==> src/pkg/abx_pkg.sv <==
package abx_pkg;
  localparam int unsigned INSN_W = 12;
  localparam int unsigned DATA_W = 8;
  localparam int unsigned FADR_W = 5;
  localparam int unsigned BIDX_W = 3;

  // Opcode fields and values
  localparam logic [5:0] OP_AND_W_FILE  = 6'h05;
  localparam logic [3:0] OP_AND_LIT     = 4'he;
  localparam logic [3:0] OP_BIT_CLR     = 4'h4;
  localparam int unsigned DEST_BIT      = 5;
  localparam int unsigned BIDX_LSB      = 5;

  // File addresses of special registers
  localparam logic [4:0] ADR_TIMER_ZERO = 5'h01;
  localparam logic [4:0] ADR_PORT_LO    = 5'h05;
  localparam logic [4:0] ADR_PORT_HI    = 5'h07;

  typedef enum logic [1:0] {
    ABX_NONE = 2'b00,
    ABX_ANDF = 2'b01,
    ABX_ANDL = 2'b11,
    ABX_BCLR = 2'b10
  } abx_op_t;
endpackage

==> src/pkg/abx_dec_if.sv <==
`timescale 1ns/1ps
`default_nettype none
interface abx_dec_if;
  import abx_pkg::*;
  logic    [11:0] insn;
  abx_op_t        op;
  logic    [4:0]  fadr;
  logic    [2:0]  bidx;
  logic    [7:0]  lit;
  logic           dest_f;
  logic           is_port;
  logic           is_tmr;
  modport dec (input insn, output op, fadr, bidx, lit, dest_f, is_port, is_tmr);
  modport exe (output insn, input op, fadr, bidx, lit, dest_f, is_port, is_tmr);
endinterface
`default_nettype wire

==> src/rtl/abx_decoder.sv <==
`timescale 1ns/1ps
`default_nettype none
module abx_decoder (
  abx_dec_if.dec d
);
  import abx_pkg::*;
  wire hit_andf = (d.insn[11:6] == OP_AND_W_FILE); // see (RULE1)
  wire hit_andl = (d.insn[11:8] == OP_AND_LIT);    // see (RULE3)
  wire hit_bclr = (d.insn[11:8] == OP_BIT_CLR);    // see (RULE5)

  assign d.op      = hit_andf ? ABX_ANDF : hit_andl ? ABX_ANDL : hit_bclr ? ABX_BCLR : ABX_NONE;
  assign d.fadr    = d.insn[4:0];
  assign d.bidx    = d.insn[7:5];
  assign d.lit     = d.insn[7:0];
  assign d.dest_f  = d.insn[DEST_BIT];
  assign d.is_port = (d.insn[4:0] >= ADR_PORT_LO) && (d.insn[4:0] <= ADR_PORT_HI);
  assign d.is_tmr  = (d.insn[4:0] == ADR_TIMER_ZERO);
endmodule
`default_nettype wire

==> src/rtl/abx_exec.sv <==
// Operation
// (RULE1) AND-with-file opcode 000101, d, 5-bit f
// (RULE2) AND W with f; d picks destination
// (RULE3) AND-with-literal opcode 1110, 8-bit literal
// (RULE4) AND literal into W, update zero
// (RULE5) Bit-clear opcode 0100, bit index, f
// (RULE6) Clear chosen bit, flags untouched
// (RULE7) Port operands come from pin levels
// (RULE8) Timer write clears assigned prescaler
// (RULE9) One cycle, one word each
`timescale 1ns/1ps
`default_nettype none
module abx_exec #(
  parameter int unsigned DW = abx_pkg::DATA_W,
  parameter int unsigned AW = abx_pkg::FADR_W
) (
  input  wire logic                       mclk,
  input  wire logic                       rst_b,
  input  wire logic                       insn_vld,
  input  wire logic [abx_pkg::INSN_W-1:0] insn,
  input  wire logic [DW-1:0]              w_in,
  input  wire logic [DW-1:0]              file_rd,
  input  wire logic [DW-1:0]              pin_rd,
  input  wire logic                       psa_tmr,
  output logic                            w_we,
  output logic      [DW-1:0]              w_wd,
  output logic                            file_we,
  output logic      [AW-1:0]              file_adr,
  output logic      [DW-1:0]              file_wd,
  output logic                            z_we,
  output logic                            z_val,
  output logic                            psc_clr,
  output logic                            done
);
  import abx_pkg::*;

  // Decode slices and the 8-bit masks follow the fixed instruction format
  if (DW != DATA_W || AW != FADR_W) begin : g_width_check
    $error("abx_exec serves only the fixed data and address widths");
  end

  // Release is resynchronised so every output flop leaves reset on the same edge
  logic rst_s1_q;
  logic rst_s2_q;
  always_ff @(posedge mclk or negedge rst_b) begin
    if (!rst_b) begin
      rst_s1_q <= 1'b0;
      rst_s2_q <= 1'b0;
    end else begin
      rst_s1_q <= 1'b1;
      rst_s2_q <= rst_s1_q;
    end
  end
  wire rst_n = rst_s2_q;

  abx_dec_if dif ();
  assign dif.insn = insn;
  abx_decoder u_dec (
    .d (dif)
  );

  // Ports read back the pins so input-driven bits are not overwritten by stale latch data
  wire [7:0] opnd_f   = dif.is_port ? pin_rd : file_rd;                 // see (RULE7)
  wire       do_andf  = insn_vld && (dif.op == ABX_ANDF);
  wire       do_andl  = insn_vld && (dif.op == ABX_ANDL);
  wire       do_bclr  = insn_vld && (dif.op == ABX_BCLR);
  wire [7:0] and_f    = w_in & opnd_f;                                  // see (RULE2)
  wire [7:0] and_l    = w_in & dif.lit;                                 // see (RULE4)
  wire [7:0] clr_mask = ~(8'h01 << dif.bidx);
  wire [7:0] bclr_v   = opnd_f & clr_mask;                              // see (RULE6)
  wire       f_wr     = (do_andf && dif.dest_f) || do_bclr;
  wire       w_wr     = (do_andf && !dif.dest_f) || do_andl;
  wire [7:0] res      = do_andl ? and_l : do_andf ? and_f : bclr_v;

  logic       w_we_d;
  logic       file_we_d;
  logic       z_we_d;
  logic       z_val_d;
  logic       psc_clr_d;
  logic       done_d;
  logic [7:0] w_wd_d;
  logic [7:0] file_wd_d;
  assign w_we_d    = w_wr;                                              // see (RULE2)
  assign w_wd_d    = res;
  assign file_we_d = f_wr;
  assign file_wd_d = res;
  assign z_we_d    = do_andf || do_andl;                                // see (RULE6)
  assign z_val_d   = (res == 8'h00);                                    // see (RULE4)
  assign psc_clr_d = f_wr && dif.is_tmr && psa_tmr;                     // see (RULE8)
  assign done_d    = do_andf || do_andl || do_bclr;                     // see (RULE9)

  always_ff @(posedge mclk or negedge rst_n) begin
    if (!rst_n) begin
      w_we     <= 1'b0;
      w_wd     <= 8'h00;
      file_we  <= 1'b0;
      file_adr <= 5'h00;
      file_wd  <= 8'h00;
      z_we     <= 1'b0;
      z_val    <= 1'b0;
      psc_clr  <= 1'b0;
      done     <= 1'b0;
    end else begin
      w_we     <= w_we_d;
      w_wd     <= w_wd_d;
      file_we  <= file_we_d;
      file_adr <= dif.fadr;
      file_wd  <= file_wd_d;
      z_we     <= z_we_d;
      z_val    <= z_val_d;
      psc_clr  <= psc_clr_d;
      done     <= done_d;
    end
  end

  // Opcode matches for the checks, worked out apart from the decoder on purpose
  wire chk_andf = insn_vld && (insn[11:6] == 6'h05);
  wire chk_andl = insn_vld && (insn[11:8] == 4'he);
  wire chk_bclr = insn_vld && (insn[11:8] == 4'h4);
  wire chk_tmr  = (insn[4:0] == 5'h01);
  wire chk_port = (insn[4:0] >= 5'h05) && (insn[4:0] <= 5'h07);
  wire chk_none = !(chk_andf || chk_andl || chk_bclr);
  wire any_out  = w_we || file_we || z_we || psc_clr || done;

  // Recognition, destination and result
  a_andf_file: assert property (@(posedge mclk) disable iff (!rst_n) // see (RULE1)
    chk_andf
    |=> (file_adr == $past(insn[4:0]) && z_we && done))
    else $error("and-with-file address or zero wrong");

  a_andf_dest: assert property (@(posedge mclk) disable iff (!rst_n) // see (RULE2)
    chk_andf
    |=> (w_we == !$past(insn[5]) && file_we == $past(insn[5])))
    else $error("and-with-file destination wrong");

  a_andf_value: assert property (@(posedge mclk) disable iff (!rst_n) // see (RULE2)
    (chk_andf && !chk_port)
    |=> (($past(insn[5]) ? file_wd : w_wd) == ($past(w_in) & $past(file_rd))))
    else $error("and-with-file result wrong");

  a_andf_zero: assert property (@(posedge mclk) disable iff (!rst_n) // see (RULE2)
    chk_andf
    |=> (z_val == (($past(insn[5]) ? file_wd : w_wd) == 8'h00)))
    else $error("and-with-file zero flag wrong");

  a_andl_result: assert property (@(posedge mclk) disable iff (!rst_n) // see (RULE4)
    chk_andl
    |=> (w_we && w_wd == ($past(w_in) & $past(insn[7:0]))
      && z_we && z_val == (w_wd == 8'h00)))
    else $error("and-with-literal result wrong");

  a_andl_no_file: assert property (@(posedge mclk) disable iff (!rst_n) // see (RULE3)
    chk_andl
    |=> (!file_we && !psc_clr && done))
    else $error("and-with-literal touched a file register");

  a_bclr_addr: assert property (@(posedge mclk) disable iff (!rst_n) // see (RULE5)
    chk_bclr
    |=> (file_adr == $past(insn[4:0]) && done))
    else $error("bit-clear address wrong");

  a_bclr_bit: assert property (@(posedge mclk) disable iff (!rst_n) // see (RULE6)
    chk_bclr
    |=> (file_we && !z_we && !w_we && file_wd[$past(insn[7:5])] == 1'b0))
    else $error("bit-clear wrong");

  a_bclr_keep: assert property (@(posedge mclk) disable iff (!rst_n) // see (RULE6)
    (chk_bclr && !chk_port)
    |=> ((file_wd | (8'h01 << $past(insn[7:5])))
      == ($past(file_rd) | (8'h01 << $past(insn[7:5])))))
    else $error("bit-clear disturbed other bits");

  // Port operands
  a_port_pins: assert property (@(posedge mclk) disable iff (!rst_n) // see (RULE7)
    (chk_andf && chk_port)
    |=> (file_wd == ($past(w_in) & $past(pin_rd))))
    else $error("port operand not from pins");

  a_bclr_pins: assert property (@(posedge mclk) disable iff (!rst_n) // see (RULE7)
    (chk_bclr && chk_port)
    |=> (file_wd == ($past(pin_rd) & ~(8'h01 << $past(insn[7:5])))))
    else $error("bit-clear port operand not from pins");

  // Prescaler
  a_psc_clear: assert property (@(posedge mclk) disable iff (!rst_n) // see (RULE8)
    psc_clr
    |-> ($past(insn[4:0]) == 5'h01 && file_we && $past(psa_tmr)))
    else $error("prescaler clear without timer write");

  a_psc_needed: assert property (@(posedge mclk) disable iff (!rst_n) // see (RULE8)
    (((chk_andf && insn[5]) || chk_bclr) && chk_tmr && psa_tmr)
    |=> psc_clr)
    else $error("timer write left prescaler running");

  a_psc_w_dest: assert property (@(posedge mclk) disable iff (!rst_n) // see (RULE8)
    (chk_andf && !insn[5])
    |=> !psc_clr)
    else $error("prescaler cleared without a file write");

  // Timing and refusal
  a_one_cycle: assert property (@(posedge mclk) disable iff (!rst_n) // see (RULE9)
    (chk_andf || chk_andl || chk_bclr)
    |=> done)
    else $error("instruction not single cycle");

  a_done_write: assert property (@(posedge mclk) disable iff (!rst_n) // see (RULE9)
    done
    |-> (w_we || file_we))
    else $error("done without a write");

  a_idle_quiet: assert property (@(posedge mclk) disable iff (!rst_n) // see (RULE9)
    !insn_vld
    |=> !any_out)
    else $error("output pulse without a valid instruction");

  a_other_refused: assert property (@(posedge mclk) disable iff (!rst_n) // see (RULE1)
    (insn_vld && chk_none)
    |=> !any_out)
    else $error("foreign opcode executed");

  // Main scenarios
  c_andf_file: cover property (@(posedge mclk) do_andf && dif.dest_f);
  c_andl:      cover property (@(posedge mclk) do_andl && (and_l == 8'h00));
  c_bclr_tmr:  cover property (@(posedge mclk) do_bclr && dif.is_tmr && psa_tmr);
  c_andf_port: cover property (@(posedge mclk) do_andf && dif.is_port);
  c_bclr_port: cover property (@(posedge mclk) do_bclr && dif.is_port);
endmodule
`default_nettype wire

==> config.mk <==
export PLATFORM = sky130hd
export DESIGN_NAME = abx_exec
export DESIGN_NICKNAME = d
export VERILOG_FILES = /design/src/pkg/abx_pkg.sv /design/src/pkg/abx_dec_if.sv /design/src/rtl/abx_decoder.sv /design/src/rtl/abx_exec.sv
export SDC_FILE = /design/constraint.sdc
export NUM_CORES = 1
export LEC_CHECK = 0
export ABC_AREA = 1
export BUFFER_PORTS_ARGS = -buffer_cell sky130_fd_sc_hd__buf_2
export CORE_ASPECT_RATIO = 0.5
export CORE_MARGIN = 4
export CORE_UTILIZATION = 40
export DETAILED_ROUTE_END_ITERATION = 10
export GPL_ROUTABILITY_DRIVEN = 0
export GPL_TIMING_DRIVEN = 0
export PLACE_DENSITY = 0.75
export SKIP_LAST_GASP = 1
export SYNTH_ARGS = -nofsm -noshare
export SYNTH_HDL_FRONTEND = slang
export SYNTH_HIERARCHICAL = 1
export SYNTH_SLANG_ARGS = --single-unit
==> constraint.sdc <==
create_clock -name mclk -period 1.2 [get_ports mclk]
set_input_delay 0.06 -clock mclk [delete_from_list [all_inputs] [get_ports mclk]]
set_output_delay 0.06 -clock mclk [all_outputs]
set_load 0.005 [all_outputs]
# Word level (Yosys, flattened, before mapping)
# Index checks and enable logic that the tools add are counted.
classes:
  order_cmp: 2
  n_eq_ne: 7
  shifts: 1
  mux: 6
  bitwise: 4
  n_reduce_logical: 14
op_table:
  columns: ["cell", "count"]
  rows:
  - ["$and A8 B8 Y8", 3]
  - ["$mux W8", 3]
  - ["$logic_and A1 B1 Y1", 8]
  - ["$logic_not A8 Y1", 1]
  - ["$not A8 Y8", 1]
  - ["$shl A1 B3 Y8 const A", 1]
  - ["$eq A6 B3 Y1 const B", 1]
  - ["$mux W2", 3]
  - ["$eq A5 B1 Y1 const B", 1]
  - ["$ge A5 B3 Y1 const B", 1]
  - ["$le A5 B3 Y1 const B", 1]
  - ["$eq A2 B2 Y1 const B", 2]
  - ["$eq A4 B3 Y1 const B", 1]
  - ["$eq A4 B4 Y1 const B", 1]
  - ["$logic_or A1 B1 Y1", 4]
  - ["$eq A2 B1 Y1 const B", 1]
  - ["$logic_not A1 Y1", 1]
word_totals:
  regBits: 21
  output_inout_bits: 27
  word_cells: 44

# Longest topological paths before layout
# Gate-level depths: netlist of the first run.
logic_depth:
  depth_word: 10
  depth_mapped: 13
  mapped_depth_nobuf: 12

# Hierarchy
# Netlist of the first run, hierarchy kept.
modules_own_cells:
  columns: ["module", "n_inst", "cells_per_inst", "area_per_inst_um2"]
  rows:
  - ["abx_exec", 1, 151, 1106.1]
  - ["abx_decoder", 1, 33, 205.2]

# Worst setup path after synthesis of the first run
# Ideal clock, no wire load.
synth_timing:
  path_type: "input to register"
  startpoint: "input port insn[4] (netlist name)"
  endpoint: "register z_val"
  setup_time_ns: 0.071
  t_arrival_ns: 1.156
  setup_slack_ns: -0.028
  stages: 13
  n_path_buf: 1
  cell_sequence: "or2_1 -> nor3_2 -> buf_4 -> inv_1 -> nand2_1 -> nand2_1 -> nand2_1 -> inv_1 -> nand3_1 -> nand2_2 -> nor2_1 -> nand2_1 -> nor2_1"
synth_via:
  elab_chain_len: 7
synth_rtl:
  columns: ["element", "line_no", "source"]
  rows:
  - ["start: declaration", "abx_exec.sv:20", "input wire logic [abx_pkg::INSN_W-1:0] insn,"]
  - ["$ge A5 B3 Y1 / $le A5 B3 Y1 (equally long branches)", "abx_decoder.sv:16", "assign d.is_port = (d.insn[4:0] >= ADR_PORT_LO) && (d.insn[4:0] <= ADR_PORT_HI);"]
  - ["$logic_and A1 B1 Y1 *", "abx_decoder.sv:16", null]
  - ["named net dif.is_port", "abx_dec_if.sv:11", "logic is_port;"]
  - ["$mux W8 *", "abx_exec.sv:63", "wire [7:0] opnd_f = dif.is_port ? pin_rd : file_rd;"]
  - ["$and A8 B8 Y8, on equally long branches", "abx_exec.sv:70, abx_exec.sv:67", null]
  - ["$mux W8 * (2 in a row)", "abx_exec.sv:73", "wire [7:0] res = do_andl ? and_l : do_andf ? and_f : bclr_v;"]
  - ["named net file_wd_d[2]", "abx_exec.sv:82", "logic [7:0] file_wd_d;"]
  - ["$logic_not A8 Y1 *", "abx_exec.sv:88", "assign z_val_d = (res == 8'h00);"]
  - ["named net z_val_d", "abx_exec.sv:78", "logic z_val_d;"]
  - ["end signal: assignment", "abx_exec.sv:110", "z_val <= z_val_d;"]
  - ["end: declaration", "abx_exec.sv:31", "output logic z_val,"]
# Mark *: on every way through the listed nets, which the timed path passes. The rest lies on a longest branch.

# Worst setup path in the final report of the first run
# Ends and elaborated chain as after synthesis.

==> results.yml, run 1 <==
outcome:
  status: "complete, but fails checks"
  failed_checks: "setup timing"
synthesis:
  ys_seq_area_share_pct: 40.08
  synth_top_cells_by_count: "nand2_1 (62), buf_4 (26), inv_1 (23)"
  ys_types: 16
  syn_area_per_cell_sq_um: 7.126
  synthCells: 184
  synth_edf_count: 0
  yosysTopAreaCellShare_pct: 40.08
  synth_warnings: 6
  syn-num-nets: 224
  ys.flop_type: "dfrtp_1"
  syn_area_sq_mm: 0.001311
  synth_largest_area_cell: "dfrtp_1"
  ys_ff_latch: 21
  synth_top_cells_by_area: "dfrtp_1 (40%), nand2_1 (18%), buf_4 (15%)"
  synth_most_common_cell: "nand2_1"
  async_reset_ff_share_pct: 100.0
setup_path:
  criticalPathCategory: "input pin to flip-flop"
  crit_path_max_fanout: 6
  worst-path-buf-inv: 4
  critical-path-top-cell-by-count: "nand2_1"
  path_cells: "buf_6 -> or2_4 -> nor3_4 -> buf_6 -> buf_12 -> nand2_1 -> nand2_1 -> nand2_1 -> inv_1 -> nand3_2 -> nand2_2 -> nor2_2 -> nand2_1 -> nor2_1"
  required_ns: 1.36
  slowest_stage: "or2_4"
  start_kind: "input pin"
  cp_top_family: "simple AND/OR/NAND/NOR gates"
  crit_arrival_ns: 1.39
  critPathCaptureType: "flip-flop"
  cpPeakStageDelay_ns: 0.26
global_routing:
  grt_pass1_vias: 1256
  grt_start_max_net_pins: 20
  antenna_found_initial: 0
  grt_overflow_total: 0
  grt_pass1_wl_um: 5471
  gr-usage-all-layers_pct: 16.13
timing:
  maxSlewViolCount: 0
  fin_ws_ns: -0.03226
  max_freq_mhz: 811.5
  setup_tns_ns: -0.03226
  worst_slew_pin_slew_ns: 0.7009
  rsz0062_at_grt: "yes"
  finalSetupViolCount: 1
  min_period_over_period_pct: 102.7
  max-slew-margin-rel_pct: 53.27
  finalHoldViolCount: 0
  fin_crit_ns: 1.232
  clock_skew_ns: 0.002788
clock_tree:
  cts.sinks: 21
  cts_tree: "done"
  htree_num_levels: 1
  clkSlewWorstSetupHoldPaths_ns: 0.07
  clk-insertion-delay-late_ns: 0.26
  cts-root-buf: "clkbuf_8"
  cts_buffers: 3
  cts.path.max_buffers: 2
detailed_routing:
  drt_iter0_drc: 88
  firstDrtPassIters: 5
  vias_per_cell: 4.447
  routedWlPerCell_um: 11.58
  ant_nets: 0
  vias: 1352
  wl_um: 3521
  drc: 0
die:
  num_rows: 14
  coreArea_sq_mm: 0.003065
  die_w_um: 88.97
  die_height_um: 48.49
  ios: 67
  die_area_sq_mm: 0.004314
  initial_core_util_pct: 42.78
placed_design:
  placedCellCount: 289
  dp_hpwl_um: 2724
  numPortBuffers: 65
min_path:
  hp-class: "input pin to flip-flop"
power_and_ir_drop:
  vdd_drop_max_uv: 617.5
  power.density_mw_per_mm2: 853.0
  p_leak_nw: 1.159
  total_power_mw: 1.668
final_layout:
  fin_cells: 304
  nets: 305
  final_util_pct: 63.80
  num_antenna_cells: 0
  area_delta_synth_final_pct: 49.14
  layout-drive-gt1-share_pct: 48.11
run:
  max_cap_viol_count: 0
[through the flow]
stage,hold slack (ns),area (sq um),worst slack [ns]
2_1_floorplan,-0.2356,1311,0.01671
3_3_place_gp,-0.1552,1687,-0.3102
3_5_place_dp,-0.1528,1687,-0.3438
4_1_cts,0.03138,1841,-0.04020
5_1_grt,0.02283,1956,-0.1329
6_report,0.02793,1956,-0.03226
[state kept, by name, summed over array words and instances, names as in the netlist]
register and count:
z_we 1, rst_s1_q 1, rst_n 1, done 1, z_val 1, psc_clr 1
file_we 1, file_adr 5, w_we 1, file_wd 8
[power breakdown]
part	switching [mW]	internal [mW]	leakage, nW
Combinational	0.205	0.240	0.872
Clock	0.218	0.231	0.0255
Sequential	0.0262	0.748	0.261
Total	0.449	1.22	1.16
[cell type report]
type | instances | area (sq um)
clock inverters | 1 | 5.005
clock buffers | 3 | 41.29
multi-input cells | 114 | 575.6
plain buffers | 26 | 198.9
well taps | 40 | 50.05
flip-flops and latches | 21 | 525.5
repair buffers | 76 | 459.2
fillers | 252 | 1110
inverters | 23 | 100.1
[placed cells by master (no fill, tap or decap), types with 2 or more instances in the layout]
cell type      synthesis  routed
nand2_1               62      54
dlygate4sd3_1          0       4
nand4_1                2       2
buf_2                  0      61
inv_1                 23      20
nor2_2                 0       3
nand2_2                3       9
nand2_4                0       2
nor2_1                20      17
nand3_4                0       2
buf_4                 26      30
nand3_2                3       3
dfrtp_1               21      21
buf_6                  0       6
nand3_1               17      15
clkbuf_8               0       3
[per-layer routing]
metal,vias up,part of all wire (%),global-route usage (%)
li1,693,-,-
met2,61,49,27.22
met5,-,0,0
met4,0,1.8,5.446
met1,590,40,21.24
met3,8,9.4,2.203
[repair_timing]
action	CTS	global route
setup buffers	3	4
hold endpoints to repair	5	0
endpoints found under the setup margin	1	6
hold buffers	4	0
pin swaps	9	23
resized for setup	8	23
[path summary, 6_finish.rpt]
check	startpoint	to	slack, ns	depth (start not counted)
setup reg to reg	rst_n	file_wd[0]	0.46	0
hold / removal	insn[2]	file_adr[2]	0.03	2
setup / recovery	insn[4]	z_val	-0.03	14
min in group asynchronous	rst_b	rst_n	0.11	2
max in group asynchronous	rst_n	file_wd[0]	0.46	0
hold reg to reg	rst_n	z_val	0.29	0
[logic make-up after synthesis]
logic type	count (synthesis)	synth area share (%)
compound gates	1	0.3813
buf+inv	49	21.47
flops	21	40.08
other cells	1	0.2860
simple gates	112	37.79
Note: power is estimated with default switching activity, not from simulation.
==> run 2: changes to the inputs <==
- MAX_ROUTING_LAYER: default -> met4
==> results.yml, run 2 (same netlist as run 1, synthesis figures left out) <==
setup_path:
  r2r_start: "rst_n"
  path_cells: "buf_6 -> or2_4 -> nor3_4 -> buf_6 -> buf_12 -> nand2_1 -> nand2_1 -> nand2_1 -> inv_1 -> nand3_2 -> nand2_2 -> nor2_2 -> nand2_1 -> nor2_1"
  endpoint: "z_val"
  rrSetupSlack_ns: 0.46
  reg2reg_depth: 0
  required_ns: 1.36
  slowest_stage: "or2_4"
  critical-path-top-cell-by-count: "nand2_1"
  rr_endpoint: "file_wd[0]"
  start_kind: "input pin"
  crit_path_max_fanout: 6
  cpPeakStageDelay_ns: 0.26
  criticalPathCategory: "input pin to flip-flop"
  critPathCaptureType: "flip-flop"
  crit_arrival_ns: 1.39
  startpoint: "insn[4]"
timing:
  maxSlewViolCount: 0
  clock_skew_ns: 0.002804
  hold_slack_ns: 0.02754
  rsz0062_at_grt: "yes"
  max_freq_mhz: 811.8
  max-slew-margin-rel_pct: 53.27
  fin_ws_ns: -0.03185
  min_period_over_period_pct: 102.7
  finalSetupViolCount: 1
  finalHoldViolCount: 0
  fin_crit_ns: 1.232
  setup_tns_ns: -0.03185
  worst_slew_pin_slew_ns: 0.7009
global_routing:
  grt_overflow_total: 0
  grt_pass1_wl_um: 5471
  grt_start_max_net_pins: 20
  gr-usage-all-layers_pct: 16.59
  grt_pass1_vias: 1256
  antenna_found_initial: 0
final_layout:
  nets: 305
  final_cell_area_sq_mm: 0.001956
  layout_common_cells: "buf_2 (61), nand2_1 (54), buf_4 (30)"
  layout-drive-gt1-share_pct: 48.11
  top_regs: "file_wd (8), file_adr (5)"
  area_delta_synth_final_pct: 49.14
  final_util_pct: 63.80
  largest_reg_flops: 8
  final_common_cell: "buf_2"
  num_antenna_cells: 0
  regMostFlops: "file_wd"
clock_tree:
  cts_buffers: 3
  cts.sinks: 21
  clkSlewWorstSetupHoldPaths_ns: 0.07
  clk-insertion-delay-late_ns: 0.26
  cts.path.max_buffers: 2
  cts_tree: "done"
  htree_num_levels: 1
  cts-root-buf: "clkbuf_8"
power_and_ir_drop:
  p_int_mw: 1.219
  p_seq_share_pct: 46.4
  power.density_mw_per_mm2: 853.3
  sw_frac_of_total_pct: 26.97
  p_comb_share_pct: 26.7
  total_power_mw: 1.669
  vdd_drop_max_uv: 617.5
  p_leak_nw: 1.159
  p_clk_share_pct: 27.0
  power.switching_mw: 0.4500
die:
  ios: 67
  num_rows: 14
  die_height_um: 48.49
  initial_core_util_pct: 42.78
  die_area_sq_mm: 0.004314
  die_w_um: 88.97
  coreArea_sq_mm: 0.003065
detailed_routing:
  vias_per_cell: 4.447
  drc: 0
  wl_um: 3522
  drt_iter0_drc: 88
  ant_nets: 0
  vias: 1352
  routedWlPerCell_um: 11.59
  firstDrtPassIters: 5
outcome:
  status: "complete, but fails checks"
  failed_checks: "setup timing"
placed_design:
  numPortBuffers: 65
  dp_hpwl_um: 2724
  place_area_sq_mm: 0.001687
run:
  max_cap_viol_count: 0
min_path:
  hp-class: "input pin to flip-flop"
==> run 2: cell counts in the layout (fill, tap and decap cells not counted) <==
Identical to the previous run, type by type.
==> run 2: how the worst min path moves through the flow <==
| stage | end | depth (start not counted) | from |
|---|---|---|---|
| final | file_adr[2] | 2 | insn[2] |
| after global routing | file_adr[2] | 2 | insn[2] |
| after floorplan | rst_n | 0 | rst_b |
| after CTS | file_adr[2] | 2 | insn[2] |
| after global placement | rst_s1_q | 1 | rst_b |
| after detailed placement | rst_n | 1 | rst_b |
==> run 2: area by class of cell <==
type,instances,area (sq um)
tap,40,50.05
buffer,26,198.9
sequential,21,525.5
clock inverter,1,5.005
clock buffer,3,41.29
inverter,23,100.1
multi-input combinational,114,575.6
fill,252,1110
timing repair buffer,76,459.2
==> run 2: per-layer routing <==
layer  global-route usage [%]  wire [um]  up-vias
met2                    27.22       1721       61
met5                        -          0        -
li1                         -          -      693
met3                    1.864        317        8
met4                    5.446         63        0
met1                    21.45       1420      590
==> run 2: power groups by stage <==
stage	sequential, mW	combinational (mW)	clock (mW)
finish	0.774	0.445	0.450
global route	0.781	0.492	0.491
CTS	0.775	0.404	0.450
detailed placement	0.789	0.369	0
global placement	0.787	0.358	0
floorplan	0.791	0.194	0
==> run 2: per-stage QoR <==
stage               std cells  setup WS, ns
finish                    304      -0.03185
detailed placement        289       -0.3438
global placement          289       -0.3102
global route              304       -0.1329
CTS                       300      -0.04020
floorplan                 184       0.01671
==> run 2: repair_timing <==
item	4_1_cts	5_1_grt
hold buffers	4	0
hold endpoints to repair	5	0
setup buffers	3	4
endpoints found under the setup margin	1	6
gates resized for setup	8	23
pin swaps	9	23
==> run 2: worst max-delay path, delay by kind of cell <==
kind                   cells  cell delay, ns
buffers and inverters      4            0.44
and+or+nand+nor           10            0.89
==> run 3: changes to the inputs <==
- CORE_UTILIZATION: 40 -> 30
- PLACE_DENSITY: 0.75 -> default
- PLACE_DENSITY_LB_ADDON: default -> 0.08
==> results.yml, run 3 (same netlist as run 1, synthesis figures left out) <==
final_layout:
  nets: 305
  num_antenna_cells: 0
  n_fill_cell: 441
  layout-drive-gt1-share_pct: 50.00
  fin_cells: 318
  top_regs: "file_wd (8), file_adr (5)"
  area_delta_synth_final_pct: 47.52
  final_cell_area_sq_mm: 0.001934
  layout_common_cells: "buf_2 (64), nand2_1 (54), buf_4 (32)"
  regMostFlops: "file_wd"
  final_common_cell: "buf_2"
  largest_reg_flops: 8
placed_design:
  placedCellCount: 303
  dp_hpwl_um: 2710
  numPortBuffers: 65
  place_area_sq_mm: 0.001704
setup_path:
  critPathCaptureType: "flip-flop"
  required_ns: 1.36
  start_kind: "input pin"
  criticalPathCategory: "input pin to flip-flop"
  r2r_start: "rst_n"
  crit_arrival_ns: 1.41
  worst-path-buf-inv: 3
  crit_path_max_fanout: 5
  path_cells: "buf_8 -> or2_4 -> nor3_4 -> buf_6 -> buf_6 -> nand2_2 -> nand2_2 -> nand2_1 -> nor2_1 -> nand2_1 -> nand2_2 -> nor2_2 -> nand2_1 -> nor2_1"
  rrSetupSlack_ns: 0.39
  cp_top_family: "simple AND/OR/NAND/NOR gates"
  rr_endpoint: "file_wd[2]"
  reg2reg_depth: 0
  cpPeakStageDelay_ns: 0.25
  slowest_stage: "or2_4"
global_routing:
  grt_overflow_total: 0
  grt_pass1_wl_um: 5112
  grt_pass1_vias: 1081
  gr-usage-all-layers_pct: 12.52
  antenna_found_initial: 0
  grt_start_max_net_pins: 20
detailed_routing:
  drc: 0
  routedWlPerCell_um: 10.62
  vias: 1251
  wl_um: 3377
  vias_per_cell: 3.934
  firstDrtPassIters: 4
  drt_iter0_drc: 37
  ant_nets: 0
timing:
  max_freq_mhz: 801.3
  fin_crit_ns: 1.248
  finalSetupViolCount: 1
  max-slew-margin-rel_pct: 48.32
  clock_skew_ns: 0.002658
  fin_ws_ns: -0.04794
  min_period_over_period_pct: 104.0
  maxSlewViolCount: 0
  worst_slew_pin_slew_ns: 0.7753
  rsz0062_at_grt: "yes"
  finalHoldViolCount: 0
clock_tree:
  clkSlewWorstSetupHoldPaths_ns: 0.08
  cts-root-buf: "clkbuf_8"
  clk-insertion-delay-late_ns: 0.26
  cts_tree: "done"
  cts_buffers: 3
  htree_num_levels: 1
  cts.path.max_buffers: 2
  cts.sinks: 21
die:
  die_w_um: 101.5
  num_rows: 16
  ios: 67
  die_area_sq_mm: 0.005557
  die_height_um: 54.75
  coreArea_sq_mm: 0.004044
  initial_core_util_pct: 32.43
power_and_ir_drop:
  total_power_mw: 1.661
  p_leak_nw: 1.163
  power.density_mw_per_mm2: 858.4
  vdd_drop_max_uv: 388.2
min_path:
  min_from: "insn[4]"
  min_path_cells: 2
  worst_hold_path.endpoint: "file_adr[4]"
  hp-class: "input pin to flip-flop"
outcome:
  status: "complete, but fails checks"
  failed_checks: "setup timing"
run:
  max_cap_viol_count: 0
## run 3: changes by cell type in the layout (fill, tap and decap cells not counted), sizes merged
| cell | previous run | this run |
|---|---|---|
| buf | 98 | 99 |
| clkinvlp | 1 | 0 |
| dlygate4sd3 | 4 | 3 |
| inv | 22 | 23 |
## run 3: cell type report
class                   instances  area, sq um  area share, %
inverters                      23        91.34          4.722
repair buffers                 76        429.2          22.19
flip-flops and latches         21        525.5          27.17
clock inverters                 1        5.005         0.2587
multi-input cells             114        575.6          29.75
plain buffers                  26        198.9          10.28
clock buffers                   3        41.29          2.135
well taps                      54        67.56          3.493
## run 3: timing repair
item,4_1_cts,5_1_grt
pin swaps,0,14
setup endpoints to repair,1,1
endpoints found under the hold margin,3,1
setup buffers,1,7
resized for setup,1,29
hold buffers,2,1
## run 3: stage by stage
step           util [%]  TNS (ns)  setup slack [ns]  hold slack, ns
5_1_grt           47.83   -0.2576           -0.1480         0.01232
2_1_floorplan         -         0           0.01671         -0.2356
6_report          47.83  -0.04794          -0.04794         0.02163
3_3_place_gp      42.14    -1.383           -0.3330         -0.1539
4_1_cts           43.97  -0.04798          -0.04798        0.009645
3_5_place_dp      42.14    -1.433           -0.3407         -0.1543
## run 3: worst max-delay path by stage
| stage | cells past startpoint | from | slack, ns | to |
|---|---|---|---|---|
| global route | 14 | insn[3] | -0.15 | z_val |
| global placement | 12 | insn[6] | -0.33 | z_val |
| detailed placement | 12 | insn[6] | -0.34 | z_val |
| floorplan | 13 | insn[4] | 0.02 | z_val |
| finish | 14 | insn[3] | -0.05 | z_val |
| CTS | 14 | insn[4] | -0.05 | z_val |
## run 3: per-layer routing
layer	vias up	part of all wire (%)	global-route usage, %
met3	2	9.0	2.926
met5	-	0	-
met1	510	50	18.14
li1	690	-	-
met2	49	40	17.53
met4	0	0.47	2.649
## run 3: power by group
part	switching [mW]	internal, mW
Combinational	0.196	0.233
Sequential	0.0255	0.747
Clock	0.227	0.231
Total	0.449	1.21
